**src/hw/cpusb_pkg.sv**
```systemverilog
// Shared constants for the processor sideband block.
package cpusb_pkg;
  localparam int unsigned SYNC_STAGES   = 2;
  localparam logic        LAPIC_EN_RST  = 1'b1;
  localparam logic [1:0]  LINT_ZERO     = 2'h0;
  localparam int unsigned LINT_IRQ_BIT  = 0;
  localparam int unsigned LINT_NMI_BIT  = 1;
  typedef enum logic [2:0] {
    CPUSB_LK_IDLE = 3'h1,
    CPUSB_LK_HOLD = 3'h2,
    CPUSB_LK_WAIT = 3'h4
  } cpusb_lock_t;
endpackage : cpusb_pkg

```
**src/hw/cpusb_sync.sv**
```systemverilog
// Two-flop synchroniser for asynchronous inputs.
module cpusb_sync #(
  parameter int unsigned W = 1
) (
  input  wire logic         clk_sys,  // System clock.
  input  wire logic         rst_n,    // Async reset, active low.
  input  wire logic [W-1:0] async_in, // Asynchronous level.
  output logic      [W-1:0] sync_out  // Synchronised level.
);
  logic [W-1:0] meta_q;
  logic [W-1:0] meta_d;
  logic [W-1:0] sync_q;
  logic [W-1:0] sync_d;

  always_comb
  begin
    meta_d = async_in;
    sync_d = meta_q;
  end

  always_ff @(posedge clk_sys or negedge rst_n)
  begin
    if (!rst_n)
    begin
      meta_q <= '0;
      sync_q <= '0;
    end
    else
    begin
      meta_q <= meta_d;
      sync_q <= sync_d;
    end
  end

  assign sync_out = sync_q;
endmodule : cpusb_sync

```
**src/hw/cpusb_top.sv**
```systemverilog
// Processor sideband: error reporting, init, local interrupts, snoop stall and bus lock.
// Behaviour
// RULE_01: Outside stop-clock, unmasked floating-point error asserts error-or-break output.
// RULE_02: During stop-clock, error-or-break output signals a pending break event.
// RULE_03: Break indication stays asserted until stop-clock deasserts.
// RULE_04: Snoop stall is requested by asserting snoop-hit and hit-modified together.
// RULE_05: Internal-error output asserts on internal error and holds until reset.
// RULE_06: Internal error also issues a halt transaction request on the bus.
// RULE_07: Ignore-numeric-error asserted lets floating-point work continue past pending errors.
// RULE_08: Otherwise a pending error raises an exception on non-control FP instruction.
// RULE_09: Ignore-numeric-error is disregarded while the native numeric error bit is set.
// RULE_10: System presents ignore-numeric-error valid with target-ready of the I/O write.
// RULE_11: Soft-init resets integer registers, keeps caches, restarts at reset vector.
// RULE_12: Snoop requests keep being serviced during soft-init.
// RULE_13: Soft-init is asynchronous and is synchronised before use.
// RULE_14: Soft-init active at reset release requests built-in self-test.
// RULE_15: Controller disabled: input 0 is maskable request, input 1 non-maskable.
// RULE_16: Local interrupt inputs are synchronised before use.
// RULE_17: Local interrupt controller is enabled after reset.
// RULE_18: Bus-lock output held from first transaction start to last transaction end.
// RULE_19: Priority agent waits for bus-lock deasserted before taking the bus.
// RULE_20: Every asynchronous input passes a two-stage synchroniser first.
module cpusb_top (
  input  wire logic       clk_sys,                  // Bus clock, 20 MHz.
  input  wire logic       rst_n,                    // Async reset, active low.
  input  wire logic       stop_clock_in_n,          // Stop-clock request, active low, synchronous.
  input  wire logic       fp_error,                 // Unmasked floating-point error detected, level.
  input  wire logic       break_event,              // Break event pending, pulse.
  input  wire logic       internal_fault,           // Internal error detected, pulse.
  input  wire logic       ignore_numeric_error_in_n, // Async ignore-numeric-error pin, active low.
  input  wire logic       native_numeric_error_bit, // Native error bit of control register zero.
  input  wire logic       fp_noncontrol_issue,      // Non-control FP instruction issued, pulse.
  input  wire logic       soft_init_in_n,           // Async soft-init pin, active low.
  input  wire logic [1:0] local_interrupt_in,       // Async local interrupt pins.
  input  wire logic       lapic_disable,            // Software clears the local controller.
  input  wire logic       snoop_stall_req,          // Core wants a snoop stall.
  input  wire logic       lock_seq_start,           // First transaction of locked sequence begins.
  input  wire logic       lock_seq_end,             // Last transaction of locked sequence ends.
  output logic            error_or_break_out_n,     // Error-or-break pin, active low, registered.
  output logic            internal_error_out_n,     // Internal-error pin, active low, registered.
  output logic            halt_transaction,         // Halt transaction request, one-cycle pulse.
  output logic            fp_exception,             // FP exception raised, one-cycle pulse.
  output logic            int_reg_reset,            // Integer register reset, one-cycle pulse.
  output logic            fetch_reset_vector,       // Restart at reset vector, one-cycle pulse.
  output logic            snoop_enable,             // Snoop servicing enabled, level.
  output logic            bist_request,             // Self-test requested at reset release.
  output logic            snoop_hit_n,              // Snoop-hit pin, active low.
  output logic            snoop_hit_oe,             // Snoop-hit output enable.
  output logic            hit_modified_n,           // Hit-modified pin, active low.
  output logic            hit_modified_oe,          // Hit-modified output enable.
  output logic            maskable_interrupt_request, // Maskable interrupt level.
  output logic            nmi_request,              // Non-maskable interrupt, one-cycle pulse.
  output logic [1:0]      lapic_lint,               // Local interrupt levels to the controller.
  output logic            bus_lock_n,               // Bus-lock pin, active low.
  output logic            bus_lock_oe               // Bus-lock output enable.
);

  logic [3:0] sync_out;

  // One shared synchroniser bank for all asynchronous pins.
  // Active-low pins are inverted ahead of it, so its cleared flops read as idle after reset.
  cpusb_sync #(
    .W (4)
  ) u_sync (
    .clk_sys  (clk_sys),
    .rst_n    (rst_n),
    .async_in ({local_interrupt_in, ~soft_init_in_n, ~ignore_numeric_error_in_n}),
    .sync_out (sync_out)
  ); // RULE_13 RULE_16 RULE_20

  logic ign_s;
  logic init_s;
  logic [1:0] lint_s;
  logic stop_req;
  assign ign_s    = sync_out[0];
  assign init_s   = sync_out[1];
  assign lint_s   = sync_out[3:2];
  assign stop_req = ~stop_clock_in_n;

  // Error reporting state.
  logic eob_q;
  logic eob_d;
  logic brk_q;
  logic brk_d;
  logic fault_q;
  logic fault_d;
  logic halt_q;
  logic halt_d;
  logic fpx_q;
  logic fpx_d;
  logic fp_pend_q;
  logic fp_pend_d;

  always_comb
  begin
    // A pending break is held until stop-clock leaves, clear wins over set.
    brk_d   = (brk_q & stop_req) | (stop_req & break_event); // RULE_02 RULE_03
    eob_d   = stop_req ? brk_d : fp_error; // RULE_01
    fault_d = fault_q | internal_fault; // RULE_05
    halt_d  = internal_fault & ~fault_q; // RULE_06
    fp_pend_d = fp_pend_q | fp_error;
    fpx_d = 1'b0;
    if (fp_noncontrol_issue && fp_pend_q)
    begin
      // Native reporting ignores the pin entirely.
      if (native_numeric_error_bit || !ign_s) // RULE_09
      begin
        fpx_d     = 1'b1; // RULE_08
        fp_pend_d = fp_error;
      end
      // Otherwise execution continues with the error left pending. // RULE_07
    end
  end

  always_ff @(posedge clk_sys or negedge rst_n)
  begin
    if (!rst_n)
    begin
      eob_q     <= 1'b0;
      brk_q     <= 1'b0;
      fault_q   <= 1'b0;
      halt_q    <= 1'b0;
      fpx_q     <= 1'b0;
      fp_pend_q <= 1'b0;
    end
    else
    begin
      eob_q     <= eob_d;
      brk_q     <= brk_d;
      fault_q   <= fault_d;
      halt_q    <= halt_d;
      fpx_q     <= fpx_d;
      fp_pend_q <= fp_pend_d;
    end
  end

  assign error_or_break_out_n = ~eob_q;
  assign internal_error_out_n = ~fault_q;
  assign halt_transaction     = halt_q;
  assign fp_exception         = fpx_q;

  // Soft-init and self-test strap.
  logic init_prev_q;
  logic init_prev_d;
  logic irst_q;
  logic irst_d;
  logic [1:0] rel_q;
  logic [1:0] rel_d;
  logic settled;
  logic bist_q;
  logic bist_d;

  always_comb
  begin
    // The synchroniser shows the pin only after SYNC_STAGES edges past release.
    settled     = (rel_q > 2'(cpusb_pkg::SYNC_STAGES));
    rel_d       = settled ? rel_q : rel_q + 2'h1;
    init_prev_d = init_s;
    irst_d      = init_s & ~init_prev_q & settled; // RULE_11
    // A strap held across release asks for self-test; it never counts as a soft-init edge.
    bist_d      = (rel_q == 2'(cpusb_pkg::SYNC_STAGES)) ? init_s : bist_q; // RULE_14
  end

  always_ff @(posedge clk_sys or negedge rst_n)
  begin
    if (!rst_n)
    begin
      init_prev_q <= 1'b0;
      irst_q      <= 1'b0;
      rel_q       <= 2'h0;
      bist_q      <= 1'b0;
    end
    else
    begin
      init_prev_q <= init_prev_d;
      irst_q      <= irst_d;
      rel_q       <= rel_d;
      bist_q      <= bist_d;
    end
  end

  assign int_reg_reset      = irst_q;
  assign fetch_reset_vector = irst_q;
  assign snoop_enable       = 1'b1; // RULE_12
  assign bist_request       = bist_q;

  // Snoop stall drives both result pins together.
  logic stall_q;
  logic stall_d;
  always_comb
  begin
    stall_d = snoop_stall_req; // RULE_04
  end

  // Local interrupts.
  logic lapic_en_q;
  logic lapic_en_d;
  logic mreq_q;
  logic mreq_d;
  logic nmi_q;
  logic nmi_d;
  logic nmi_prev_q;
  logic nmi_prev_d;
  logic [1:0] lint_q;
  logic [1:0] lint_d;

  always_comb
  begin
    lapic_en_d = ~lapic_disable; // RULE_17
    nmi_prev_d = lint_s[cpusb_pkg::LINT_NMI_BIT];
    mreq_d     = 1'b0;
    nmi_d      = 1'b0;
    lint_d     = cpusb_pkg::LINT_ZERO;
    if (lapic_en_q)
    begin
      lint_d = lint_s;
    end
    else
    begin
      mreq_d = lint_s[cpusb_pkg::LINT_IRQ_BIT]; // RULE_15
      nmi_d  = lint_s[cpusb_pkg::LINT_NMI_BIT] & ~nmi_prev_q; // RULE_15
    end
  end

  always_ff @(posedge clk_sys or negedge rst_n)
  begin
    if (!rst_n)
    begin
      stall_q    <= 1'b0;
      lapic_en_q <= cpusb_pkg::LAPIC_EN_RST;
      mreq_q     <= 1'b0;
      nmi_q      <= 1'b0;
      nmi_prev_q <= 1'b0;
      lint_q     <= cpusb_pkg::LINT_ZERO;
    end
    else
    begin
      stall_q    <= stall_d;
      lapic_en_q <= lapic_en_d;
      mreq_q     <= mreq_d;
      nmi_q      <= nmi_d;
      nmi_prev_q <= nmi_prev_d;
      lint_q     <= lint_d;
    end
  end

  assign snoop_hit_n     = ~stall_q;
  assign snoop_hit_oe    = stall_q;
  assign hit_modified_n  = ~stall_q;
  assign hit_modified_oe = stall_q;
  assign maskable_interrupt_request = mreq_q;
  assign nmi_request     = nmi_q;
  assign lapic_lint      = lint_q;

  // Bus lock sequencer.
  cpusb_pkg::cpusb_lock_t lk_q;
  cpusb_pkg::cpusb_lock_t lk_d;
  always_comb
  begin
    lk_d = lk_q;
    case (lk_q)
      cpusb_pkg::CPUSB_LK_IDLE:
        if (lock_seq_start)
        begin
          lk_d = cpusb_pkg::CPUSB_LK_HOLD; // RULE_18
        end
      cpusb_pkg::CPUSB_LK_HOLD:
        if (lock_seq_end)
        begin
          lk_d = cpusb_pkg::CPUSB_LK_WAIT;
        end
      cpusb_pkg::CPUSB_LK_WAIT:
        // One idle cycle lets a priority agent see the release.
        lk_d = cpusb_pkg::CPUSB_LK_IDLE; // RULE_19
      default:
        lk_d = cpusb_pkg::CPUSB_LK_IDLE;
    endcase
  end

  always_ff @(posedge clk_sys or negedge rst_n)
  begin
    if (!rst_n)
    begin
      lk_q <= cpusb_pkg::CPUSB_LK_IDLE;
    end
    else
    begin
      lk_q <= lk_d;
    end
  end

  assign bus_lock_n  = (lk_q != cpusb_pkg::CPUSB_LK_HOLD);
  assign bus_lock_oe = (lk_q == cpusb_pkg::CPUSB_LK_HOLD);

  fault_sticky_a: assert property (@(posedge clk_sys) disable iff (!rst_n) // RULE_05
    !internal_error_out_n |=> !internal_error_out_n)
    else $error("internal error output dropped before reset");
  fault_set_a: assert property (@(posedge clk_sys) disable iff (!rst_n) // RULE_05
    internal_fault |=> !internal_error_out_n)
    else $error("internal error output not set");
  halt_once_a: assert property (@(posedge clk_sys) disable iff (!rst_n) // RULE_06
    (internal_fault && internal_error_out_n) |=> halt_transaction)
    else $error("halt transaction missing");
  fp_report_a: assert property (@(posedge clk_sys) disable iff (!rst_n) // RULE_01
    (stop_clock_in_n && fp_error) |=> !error_or_break_out_n)
    else $error("fp error not reported");
  break_hold_a: assert property (@(posedge clk_sys) disable iff (!rst_n) // RULE_03
    (!error_or_break_out_n && !stop_clock_in_n && $past(!stop_clock_in_n)) ##1 !stop_clock_in_n
      |-> !error_or_break_out_n)
    else $error("break indication dropped early");
  break_set_a: assert property (@(posedge clk_sys) disable iff (!rst_n) // RULE_02
    (!stop_clock_in_n && break_event) |=> !error_or_break_out_n)
    else $error("break event not reported");
  fpx_ign_a: assert property (@(posedge clk_sys) disable iff (!rst_n) // RULE_07
    (ign_s && !native_numeric_error_bit) |=> !fp_exception)
    else $error("exception raised while ignoring errors");
  stall_pair_a: assert property (@(posedge clk_sys) disable iff (!rst_n) // RULE_04
    snoop_stall_req |=> (!snoop_hit_n && !hit_modified_n && snoop_hit_oe && hit_modified_oe))
    else $error("snoop stall pins not asserted together");
  lock_hold_a: assert property (@(posedge clk_sys) disable iff (!rst_n) // RULE_18
    (!bus_lock_n && !lock_seq_end) |=> !bus_lock_n)
    else $error("bus lock released inside sequence");
  mreq_map_a: assert property (@(posedge clk_sys) disable iff (!rst_n) // RULE_15
    (!lapic_en_q && lint_s[0]) |=> maskable_interrupt_request)
    else $error("maskable request not raised");
  ctl_rst_a: assert property (@(posedge clk_sys) disable iff (!rst_n) // RULE_17
    $rose(rst_n) |-> lapic_en_q)
    else $error("local controller not enabled after reset");
endmodule : cpusb_top

```
**config.mk**
```make
export PLATFORM = sky130hd
export DESIGN_NAME = cpusb_top
export DESIGN_NICKNAME = d
export VERILOG_FILES = /design/src/hw/cpusb_pkg.sv /design/src/hw/cpusb_sync.sv /design/src/hw/cpusb_top.sv
export SDC_FILE = /design/constraint.sdc
export NUM_CORES = 1
export LEC_CHECK = 0
export ABC_AREA = 1
export ABC_CLOCK_PERIOD_IN_PS = 1600
export CAP_MARGIN = 15
export CORE_MARGIN = 10
export CORE_UTILIZATION = 30
export CTS_CLUSTER_DIAMETER = 50
export DETAILED_ROUTE_END_ITERATION = 12
export DONT_BUFFER_PORTS = 1
export HOLD_SLACK_MARGIN = 0.15
export PLACE_DENSITY_LB_ADDON = 0.15
export SLEW_MARGIN = 20
export SYNTH_ARGS = -nofsm -noshare
export SYNTH_HDL_FRONTEND = slang
export SYNTH_SLANG_ARGS = --single-unit
```
**constraint.sdc**
```tcl
create_clock -name clk_sys -period 1.6 [get_ports clk_sys]
set_clock_uncertainty 0.15 [all_clocks]
set_input_delay 0.32 -clock clk_sys [delete_from_list [all_inputs] [get_ports clk_sys]]
set_output_delay 0.32 -clock clk_sys [all_outputs]
set_load 0.1 [all_outputs]
```
==> impl_metrics.ini, run 1 <==
[worst_setup_path]
reg2reg_slack_ns = 0.30
path_max_fanout = 3
crit_arrival_ns = 1.21
r2r-start = fp_pend_q
setup.worst_path.end_class = output port
timing.rr.end = fp_exception
reg2regPathDepth = 3
cp.required_ns = 1.13
cp-start-kind = register
critPathKind = register to output port

[layout]
multi_input_area_um2 = 180
area_growth_pct = 45.8
nets = 141
diodes = 0
nFillCells = 330
drive_gt1_share_pct = 28.2
seq_area_um2 = 733
mostFrequentLayoutCells = dfrtp_1 (25), inv_1 (20), dlygate4sd3_1 (16), buf_4 (11), nand2_1 (8)
final_common_cell = dfrtp_1

[clock_network]
clk_latency_ns = 0.32
cts_buffers = 5
tritoncts = yes
h-tree-depth = 2
cts_buffer_depth = 2
path_clk_slew_ns = 0.09
cts_root_buffer = clkbuf_4
clock_sinks = 29

[worst_hold_path]
hold_class = register to register
hp-start = u_sync.meta_q[2]
hold_path_end = u_sync.sync_out[2]
worstHoldPathCells = 0

[pwr]
switching_share_pct = 35.8
pwr-share-clk_pct = 25.5
finalPower_uw = 1940
p_seq_share_pct = 43.4
ir_drop_mv = 0.932
power_leakage_uw = 0.000761
combPwrFrac_pct = 31.1
p_int_uw = 1240
power_density_nw_per_um2 = 1300
p_sw_uw = 694

[grt]
antenna_found_initial = 0
grt_overflow = 0
first_global_vias = 742
grt_pass1_wl_mm = 3.15
grtUsageTotal_pct = 6.71
grt_max_degree = 30

[route]
drtIter0Drc = 35
routedWlPerCell_um = 11.0
dr_total_vias = 654
route.detailed.drc = 0
drt_first_pass_iters = 3
finalWirelength_mm = 1.88
antenna_left = 0
viasPerCell = 3.85

[logic_synthesis]
yosys.area.top_type_share_pct = 66.3
avgSynthCellArea_um2 = 11.7
synth_top_cell_by_area = dfrtp_1
yosysSeqAreaShare_pct = 71.5
syn-num-nets = 105
yosysWarnings = 0
synth_area_leaders = dfrtp_1 (66%), inv_1 (7.7%), dfstp_2 (5.2%)
syn_area_um2 = 1020
ys_ff_latch = 29
synthesis.instances = 87
yosysUniqueCellTypes = 19

[floorplan]
die_w_um = 78.3
pin_count = 34
core_um2 = 3310
placementRows = 21
fp.dieH_um = 78.3
dieArea_um2 = 6130
initial_core_util_pct = 30.8

[timing]
rsz0062_at_grt = yes
post-route-min-period_ns = 1.68
setup_viol = 4
slew_violations = 0
max_freq_mhz = 594
hold_viol = 0
min_period_over_period_pct = 105
tns_ns = -0.219
setup_ws_ns = -0.0841

[outcome]
violations = setup timing
status = finished with violations

[placed_design]
hpwl_mm = 1.32
gp_congestion = 0.615
io_buffers = 0

[run]
drv_cap = 0
-- routing by layer --
layer	track usage, %	routed length, µm	vias to the layer above
li1	-	-	318
met1	5.63	714	303
met2	10.8	887	26
met3	4.67	212	7
met4	5.38	63	0
met5	0	0	-
-- area by class of cell --
class | count | share of cell area, %
tap | 46 | 3.88
sequential | 29 | 49.4
multi-input combinational | 31 | 12.1
timing repair buffer | 33 | 23.8
inverter | 23 | 6.07
clock buffer | 7 | 4.38
clock inverter | 1 | 0.337
-- critical path, stage by stage (launching register included) --
cell and delay [ns]:
dfrtp_1 0.36, inv_1 0.10, nor3_4 0.16, inv_1 0.10, buf_12 0.17
-- what timing repair did --
action / in CTS / in global routing
endpoints found under the hold margin: 44 / 1
hold buffers: 18 / 1
endpoints found under the setup margin: 4 / 6
buffers inserted: 2 / 0
resized for setup: 4 / 1
pin swaps: 0 / 1
-- power by group through the flow --
stage	Clock, µW	Sequential (µW)	Combinational, µW
finish	494	842	602
CTS	517	840	610
floorplan	0	936	328
global placement	0	861	478
global route	548	851	641
detailed placement	0	866	486
-- flip-flops by register name (all words and copies together) (netlist names), 2 cells and up --
| name | flops |
|---|---|
| lk_q | 3 |
| lapic_lint | 2 |
| u_sync.sync_out | 4 |
| u_sync.meta_q | 4 |
| rel_q | 2 |
-- how the worst max path moves through the flow --
| stage | startpoint | to | slack (ns) | cells past startpoint |
|---|---|---|---|---|
| after detailed placement | lk_q[0] | bus_lock_n | 0.17 | 3 |
| after global placement | lk_q[0] | bus_lock_n | 0.19 | 3 |
| after CTS | lk_q[2] | bus_lock_n | -0.10 | 3 |
| after global routing | lk_q[1] | bus_lock_n | -0.19 | 4 |
| after floorplan | lk_q[2] | bus_lock_n | -0.80 | 2 |
| final | lk_q[1] | bus_lock_n | -0.08 | 4 |
-- cells in the mapped netlist --
library cell / n
nand4_1: 1
ha_1: 2
dfstp_2: 2
a21oi_1: 1
nor3_2: 1
nand3_1: 1
nand3_2: 1
buf_4: 4
nand2_1: 8
inv_2: 2
mux2_2: 1
nor2_1: 7
o21ai_0: 4
dfrtp_1: 27
inv_1: 21
xnor2_1: 1
nor3b_1: 1
o21ai_1: 1
conb_1: 1
-- through the flow --
step / instances / setup slack, ns / instance area (µm²) / hold WS [ns] / utilization, %
detailed placement: 143 / 0.174 / 1200 / -0.124 / 36.4
finish: 170 / -0.0841 / 1490 / 0.202 / 44.9
global placement: 143 / 0.193 / 1200 / -0.124 / 36.4
floorplan: 87 / -0.804 / 1040 / -0.126 / -
CTS: 171 / -0.104 / 1500 / 0.204 / 45.2
global route: 170 / -0.193 / 1490 / 0.208 / 44.9
-- logic make-up after synthesis --
| kind of cell | after synthesis | synth area share (%) |
|---|---|---|
| compound gates | 6 | 2.95 |
| mux | 1 | 1.11 |
| xor+xnor | 1 | 0.860 |
| other cells | 1 | 0.368 |
| flops | 29 | 71.5 |
| fa+ha+maj | 2 | 2.46 |
| buf+inv | 27 | 11.4 |
| simple gates | 20 | 9.34 |
No activity file was read; power rests on OpenSTA's default activity.
==> run 2: changes to the inputs <==
--- a/config.mk
+++ b/config.mk
@@ -15,7 +15,9 @@
 export DONT_BUFFER_PORTS = 1
 export HOLD_SLACK_MARGIN = 0.15
 export PLACE_DENSITY_LB_ADDON = 0.15
+export SETUP_SLACK_MARGIN = 0.2
 export SLEW_MARGIN = 20
 export SYNTH_ARGS = -nofsm -noshare
 export SYNTH_HDL_FRONTEND = slang
+export SYNTH_HIERARCHICAL = 1
 export SYNTH_SLANG_ARGS = --single-unit
==> impl_metrics.ini, run 2 <==
[timing]
rsz0062_at_grt = yes
post-route-min-period_ns = 1.75
tns_ns = -0.371
setup_ws_ns = -0.154
maxSlewHeadroom_pct = 63.0
setup_viol = 5
worstMarginPinSlew_ns = 0.557
min_period_over_period_pct = 110
max_freq_mhz = 570
hold_viol = 0
slew_violations = 0

[layout]
multi_input_area_um2 = 190
diodes = 0
mostFrequentLayoutCells = dfrtp_1 (24), inv_1 (18), dlygate4sd3_1 (15), nand2_1 (11), buf_12 (11)
area_growth_pct = 51.2
final_common_cell = dfrtp_1
nFillCells = 323
drive_gt1_share_pct = 27.3
seq_area_um2 = 739
fin_util_pct = 46.3
nets = 138

[clock_network]
cts_root_buffer = clkbuf_4
cts_buffers = 5
path_clk_slew_ns = 0.09
clk_latency_ns = 0.32
tritoncts = yes
h-tree-depth = 2
cts_buffer_depth = 2
clock_sinks = 29

[grt]
grtUsageTotal_pct = 6.96
grt_max_degree = 30
grt_pass1_wl_mm = 3.24
grt_overflow = 0
antenna_found_initial = 0
first_global_vias = 712

[floorplan]
core_um2 = 3310
pin_count = 34
placementRows = 21
fp.dieH_um = 78.1
die_w_um = 78.1
dieArea_um2 = 6100
initial_core_util_pct = 30.6

[logic_synthesis]
synthTopCellsByCount = dfrtp_1 (27), inv_1 (22), nand2_1 (12)
syn_area_um2 = 1010
synth_area_leaders = dfrtp_1 (67%), inv_1 (8.1%), dfstp_2 (5.2%)
avgSynthCellArea_um2 = 11.5
synth_top_cell_by_area = dfrtp_1
synth_edf_count = 0
synthesis.instances = 88
yosysUniqueCellTypes = 17
ys.flop_type = dfrtp_1
yosysSeqAreaShare_pct = 71.9
syn-num-nets = 106
yosys.area.top_type_share_pct = 66.7
yosysWarnings = 6
ys_ff_latch = 29
synth.most_common_cell = dfrtp_1
async_flop_share_pct = 100

[pwr]
power_density_nw_per_um2 = 1270
power_leakage_uw = 0.000750
p_seq_share_pct = 46.4
combPwrFrac_pct = 32.2
switching_share_pct = 38.5
p_int_uw = 1190
pwr-share-clk_pct = 21.4
ir_drop_mv = 0.828
p_sw_uw = 746

[worst_setup_path]
setup.worst_path.end_class = output port
critical-path-max-stage-delay_ns = 0.57
cp-start-kind = register
cp_slowest_cell = dfstp_2
path_cells = nor2_4 > nand2_8 > clkinvlp_4 > buf_12
path_max_fanout = 3
cp.required_ns = 1.13
critPathKind = register to output port
crit_arrival_ns = 1.28

[route]
finalWirelength_mm = 1.89
dr_total_vias = 640
drtIter0Drc = 57
route.detailed.drc = 0
viasPerCell = 3.83
antenna_left = 0
routedWlPerCell_um = 11.3
drt_first_pass_iters = 4

[outcome]
status = finished with violations
violations = setup timing

[placed_design]
io_buffers = 0
gp_congestion = 0.655
hpwl_mm = 1.28

[worst_hold_path]
hold_class = register to register

[run]
drv_cap = 0
==> run 2: cell families (layout without fill, tap and decap cells) <==
kind of cell | Yosys count | after routing | share of synthesized area [%]
XOR/XNOR | 1 | 1 | 0.864
multiplexers | 1 | 1 | 1.11
AND/OR/NAND/NOR | 23 | 23 | 9.88
buffers and inverters | 27 | 60 | 11.5
other | 1 | 1 | 0.370
flip-flops | 29 | 29 | 71.9
AO/OA/AOI/OAI | 4 | 4 | 1.98
adder cells (fa/ha/maj) | 2 | 2 | 2.47
==> run 2: path summary, 6_finish.rpt <==
check	endpoint	from	cells after the start	slack [ns]
setup / recovery	bus_lock_oe	lk_q[0]	4	-0.15
hold / removal	u_sync/sync_out[3]	u_sync/meta_q[3]	0	0.20
setup reg to reg	lk_q[1]	lk_q[0]	6	0.38
hold reg to reg	u_sync/sync_out[3]	u_sync/meta_q[3]	0	0.20
max in group asynchronous	lk_q[0]	rst_n	2	0.79
min in group asynchronous	fetch_reset_vector	rst_n	2	0.27
==> run 2: power by group through the flow <==
stage / registers (µW) / logic [µW] / clock network, µW
after floorplan: 955 / 354 / 0
after global placement: 910 / 492 / 0
after detailed placement: 914 / 505 / 0
after CTS: 898 / 617 / 444
after global routing: 906 / 662 / 486
final: 900 / 625 / 415
==> run 2: layer usage <==
metal / GRT usage, % / vias up / routed length (µm)
met1: 7.10 / 288 / 791
met2: 10.0 / 31 / 862
met5: 0 / - / 0
met4: 3.76 / 0 / 37
li1: - / 316 / -
met3: 5.47 / 5 / 200
==> run 2: timing repair <==
item	in CTS	in global routing
hold buffers	16	0
resized for setup	12	12
endpoints found under the setup margin	17	17
endpoints found under the hold margin	44	0
setup buffers	2	0
==> run 2: worst max-delay path: cells and delay by family, from the launching register on <==
family	cells	cell delay, ns
DFF	1	0.57
buffers and inverters	2	0.26
and+or+nand+nor	2	0.14
==> run 2: final cells by class <==
type | instances | area share (%)
tap | 46 | 3.76
multi-input combinational | 32 | 12.4
inverter | 23 | 6.37
clock buffer | 6 | 2.69
clock inverter | 2 | 0.653
timing repair buffer | 29 | 25.9
sequential | 29 | 48.2
==> run 2: stage by stage <==
step / setup slack, ns / total power, µW / std cells / instance area, µm² / hold slack [ns]
CTS: -0.174 / 1960 / 167 / 1480 / 0.205
detailed placement: 0.152 / 1420 / 141 / 1200 / -0.125
global route: -0.208 / 2050 / 167 / 1530 / 0.215
floorplan: -0.362 / 1310 / 88 / 1060 / -0.126
global placement: 0.167 / 1400 / 141 / 1200 / -0.125
finish: -0.154 / 1940 / 167 / 1530 / 0.204
==> run 3: changes to the inputs <==
--- a/config.mk
+++ b/config.mk
@@ -15,7 +15,7 @@
 export DONT_BUFFER_PORTS = 1
 export HOLD_SLACK_MARGIN = 0.15
 export PLACE_DENSITY_LB_ADDON = 0.15
-export SETUP_SLACK_MARGIN = 0.2
+export SETUP_SLACK_MARGIN = 0.1
 export SLEW_MARGIN = 20
 export SYNTH_ARGS = -nofsm -noshare
 export SYNTH_HDL_FRONTEND = slang
==> impl_metrics.ini, run 3 (synthesis gave the netlist of run 2 again) <==
[outcome]
status = finished with violations
violations = setup timing

[worst_setup_path]
r2r-start = u_sync/sync_out[0]
cp_slowest_cell = dfstp_2
setup.worst_path.start = lk_q[0]
cp-start-kind = register
worst-path-buf-inv = 2
critPathKind = register to output port
timing.rr.end = fp_exception
path_max_fanout = 3
reg2regPathDepth = 4
reg2reg_slack_ns = 0.26
crit_end = bus_lock_oe
worst-path-stages = 4
crit_arrival_ns = 1.26
critical_path.top_delay_family = flip-flops
cp.required_ns = 1.13
path_cells = nor2_4 > nand2_8 > clkinvlp_4 > buf_12
critical-path-max-stage-delay_ns = 0.56
setup.worst_path.end_class = output port

[pwr]
finalPower_uw = 1950
power_leakage_uw = 0.000765
power_density_nw_per_um2 = 1290
ir_drop_mv = 0.476

[floorplan]
placementRows = 21
fp.dieH_um = 78.1
die_w_um = 78.1
core_um2 = 3310
pin_count = 34
initial_core_util_pct = 30.6
dieArea_um2 = 6100

[clock_network]
tritoncts = yes
path_clk_slew_ns = 0.08
cts_buffers = 5
cts_root_buffer = clkbuf_4
h-tree-depth = 2
cts_buffer_depth = 2
clk_latency_ns = 0.31
clock_sinks = 29

[worst_hold_path]
worstHoldPathCells = 3
hold_class = input pin to register

[route]
viasPerCell = 3.82
drt_first_pass_iters = 3
highest_layer = met4
routedWlPerCell_um = 11.1
finalWirelength_mm = 1.91
drtIter0Drc = 16
wl_met3_um = 174
wl_met1_um = 813
route.detailed.drc = 0
antenna_left = 0
dr_total_vias = 653
wl_met2_um = 905

[run]
drv_cap = 0

[layout]
drive_gt1_share_pct = 26.4
diodes = 0
nets = 142
final_common_cell = dfrtp_1
final_area_um2 = 1510
mostFrequentLayoutCells = dfrtp_1 (25), inv_1 (19), dlygate4sd3_1 (16), nand2_1 (11), buf_4 (9)
nFillCells = 321
area_growth_pct = 49.4
stdcell_count = 171

[grt]
antenna_found_initial = 0
grtUsageTotal_pct = 6.98
grt_max_degree = 30
first_global_vias = 741
grt_overflow = 0
grt_pass1_wl_mm = 3.39

[timing]
worst_hold_slack_ns = 0.105
rsz0062_at_grt = yes
hold_viol = 0
post-route-min-period_ns = 1.73
min_period_over_period_pct = 108
max_freq_mhz = 576
slew_violations = 0
setup_ws_ns = -0.135
setup_viol = 4

[placed_design]
place_area_um2 = 1240
dp.cells = 144
io_buffers = 0
hpwl_mm = 1.34
gp_congestion = 0.579
-- run 3: tightest hold or removal path: stages --
cell     delay, ns
nor2_1        0.03
o21ai_1       0.13
nand2_1       0.05
-- run 3: power breakdown --
group / switching [µW] / internal [µW] / leakage [µW]
Sequential: 59.8 / 805 / 0.000337
Combinational: 436 / 205 / 0.000396
Clock: 229 / 217 / 0.0000326
Total: 725 / 1230 / 0.000765
-- run 3: cell type report --
class	instances	area, µm²	share of cell area (%)
Timing Repair Buffer	33	378	25.0
Inverter	23	93.8	6.20
Sequential cell	29	736	48.6
Multi-Input combinational cell	32	190	12.6
Tap cell	46	57.6	3.80
Clock buffer	8	58.8	3.88
-- run 3: per-stage QoR --
step | util, % | setup slack [ns] | TNS, ns
floorplan | - | -0.362 | -0.469
global placement | 37.6 | 0.170 | 0
detailed placement | 37.6 | 0.147 | 0
CTS | 45.4 | -0.155 | -0.378
global route | 45.7 | -0.198 | -0.519
finish | 45.7 | -0.135 | -0.283
-- run 3: timing repair --
item / 4_1_cts / 5_1_grt
hold endpoints to repair: 44 / 1
pin swaps: 0 / 1
buffers inserted: 2 / 0
resized for setup: 1 / 3
endpoints found under the setup margin: 6 / 11
hold buffers: 17 / 1
-- run 3: routing by layer --
metal  vias to the layer above  track usage, %
li1                        323               -
met1                       301            6.94
met2                        27            11.3
met3                         2            4.78
met4                         0            2.69
met5                         -               0
-- run 3: how the worst min path moves through the flow --
stage	startpoint	endpoint	slack [ns]
after floorplan	rst_n	bist_request	-0.13
after global placement	rst_n	brk_q	-0.12
after detailed placement	rst_n	brk_q	-0.12
after CTS	u_sync/meta_q[0]	u_sync/sync_out[0]	0.20
after global routing	native_numeric_error_bit	fp_pend_q	0.14
final	native_numeric_error_bit	fp_pend_q	0.11
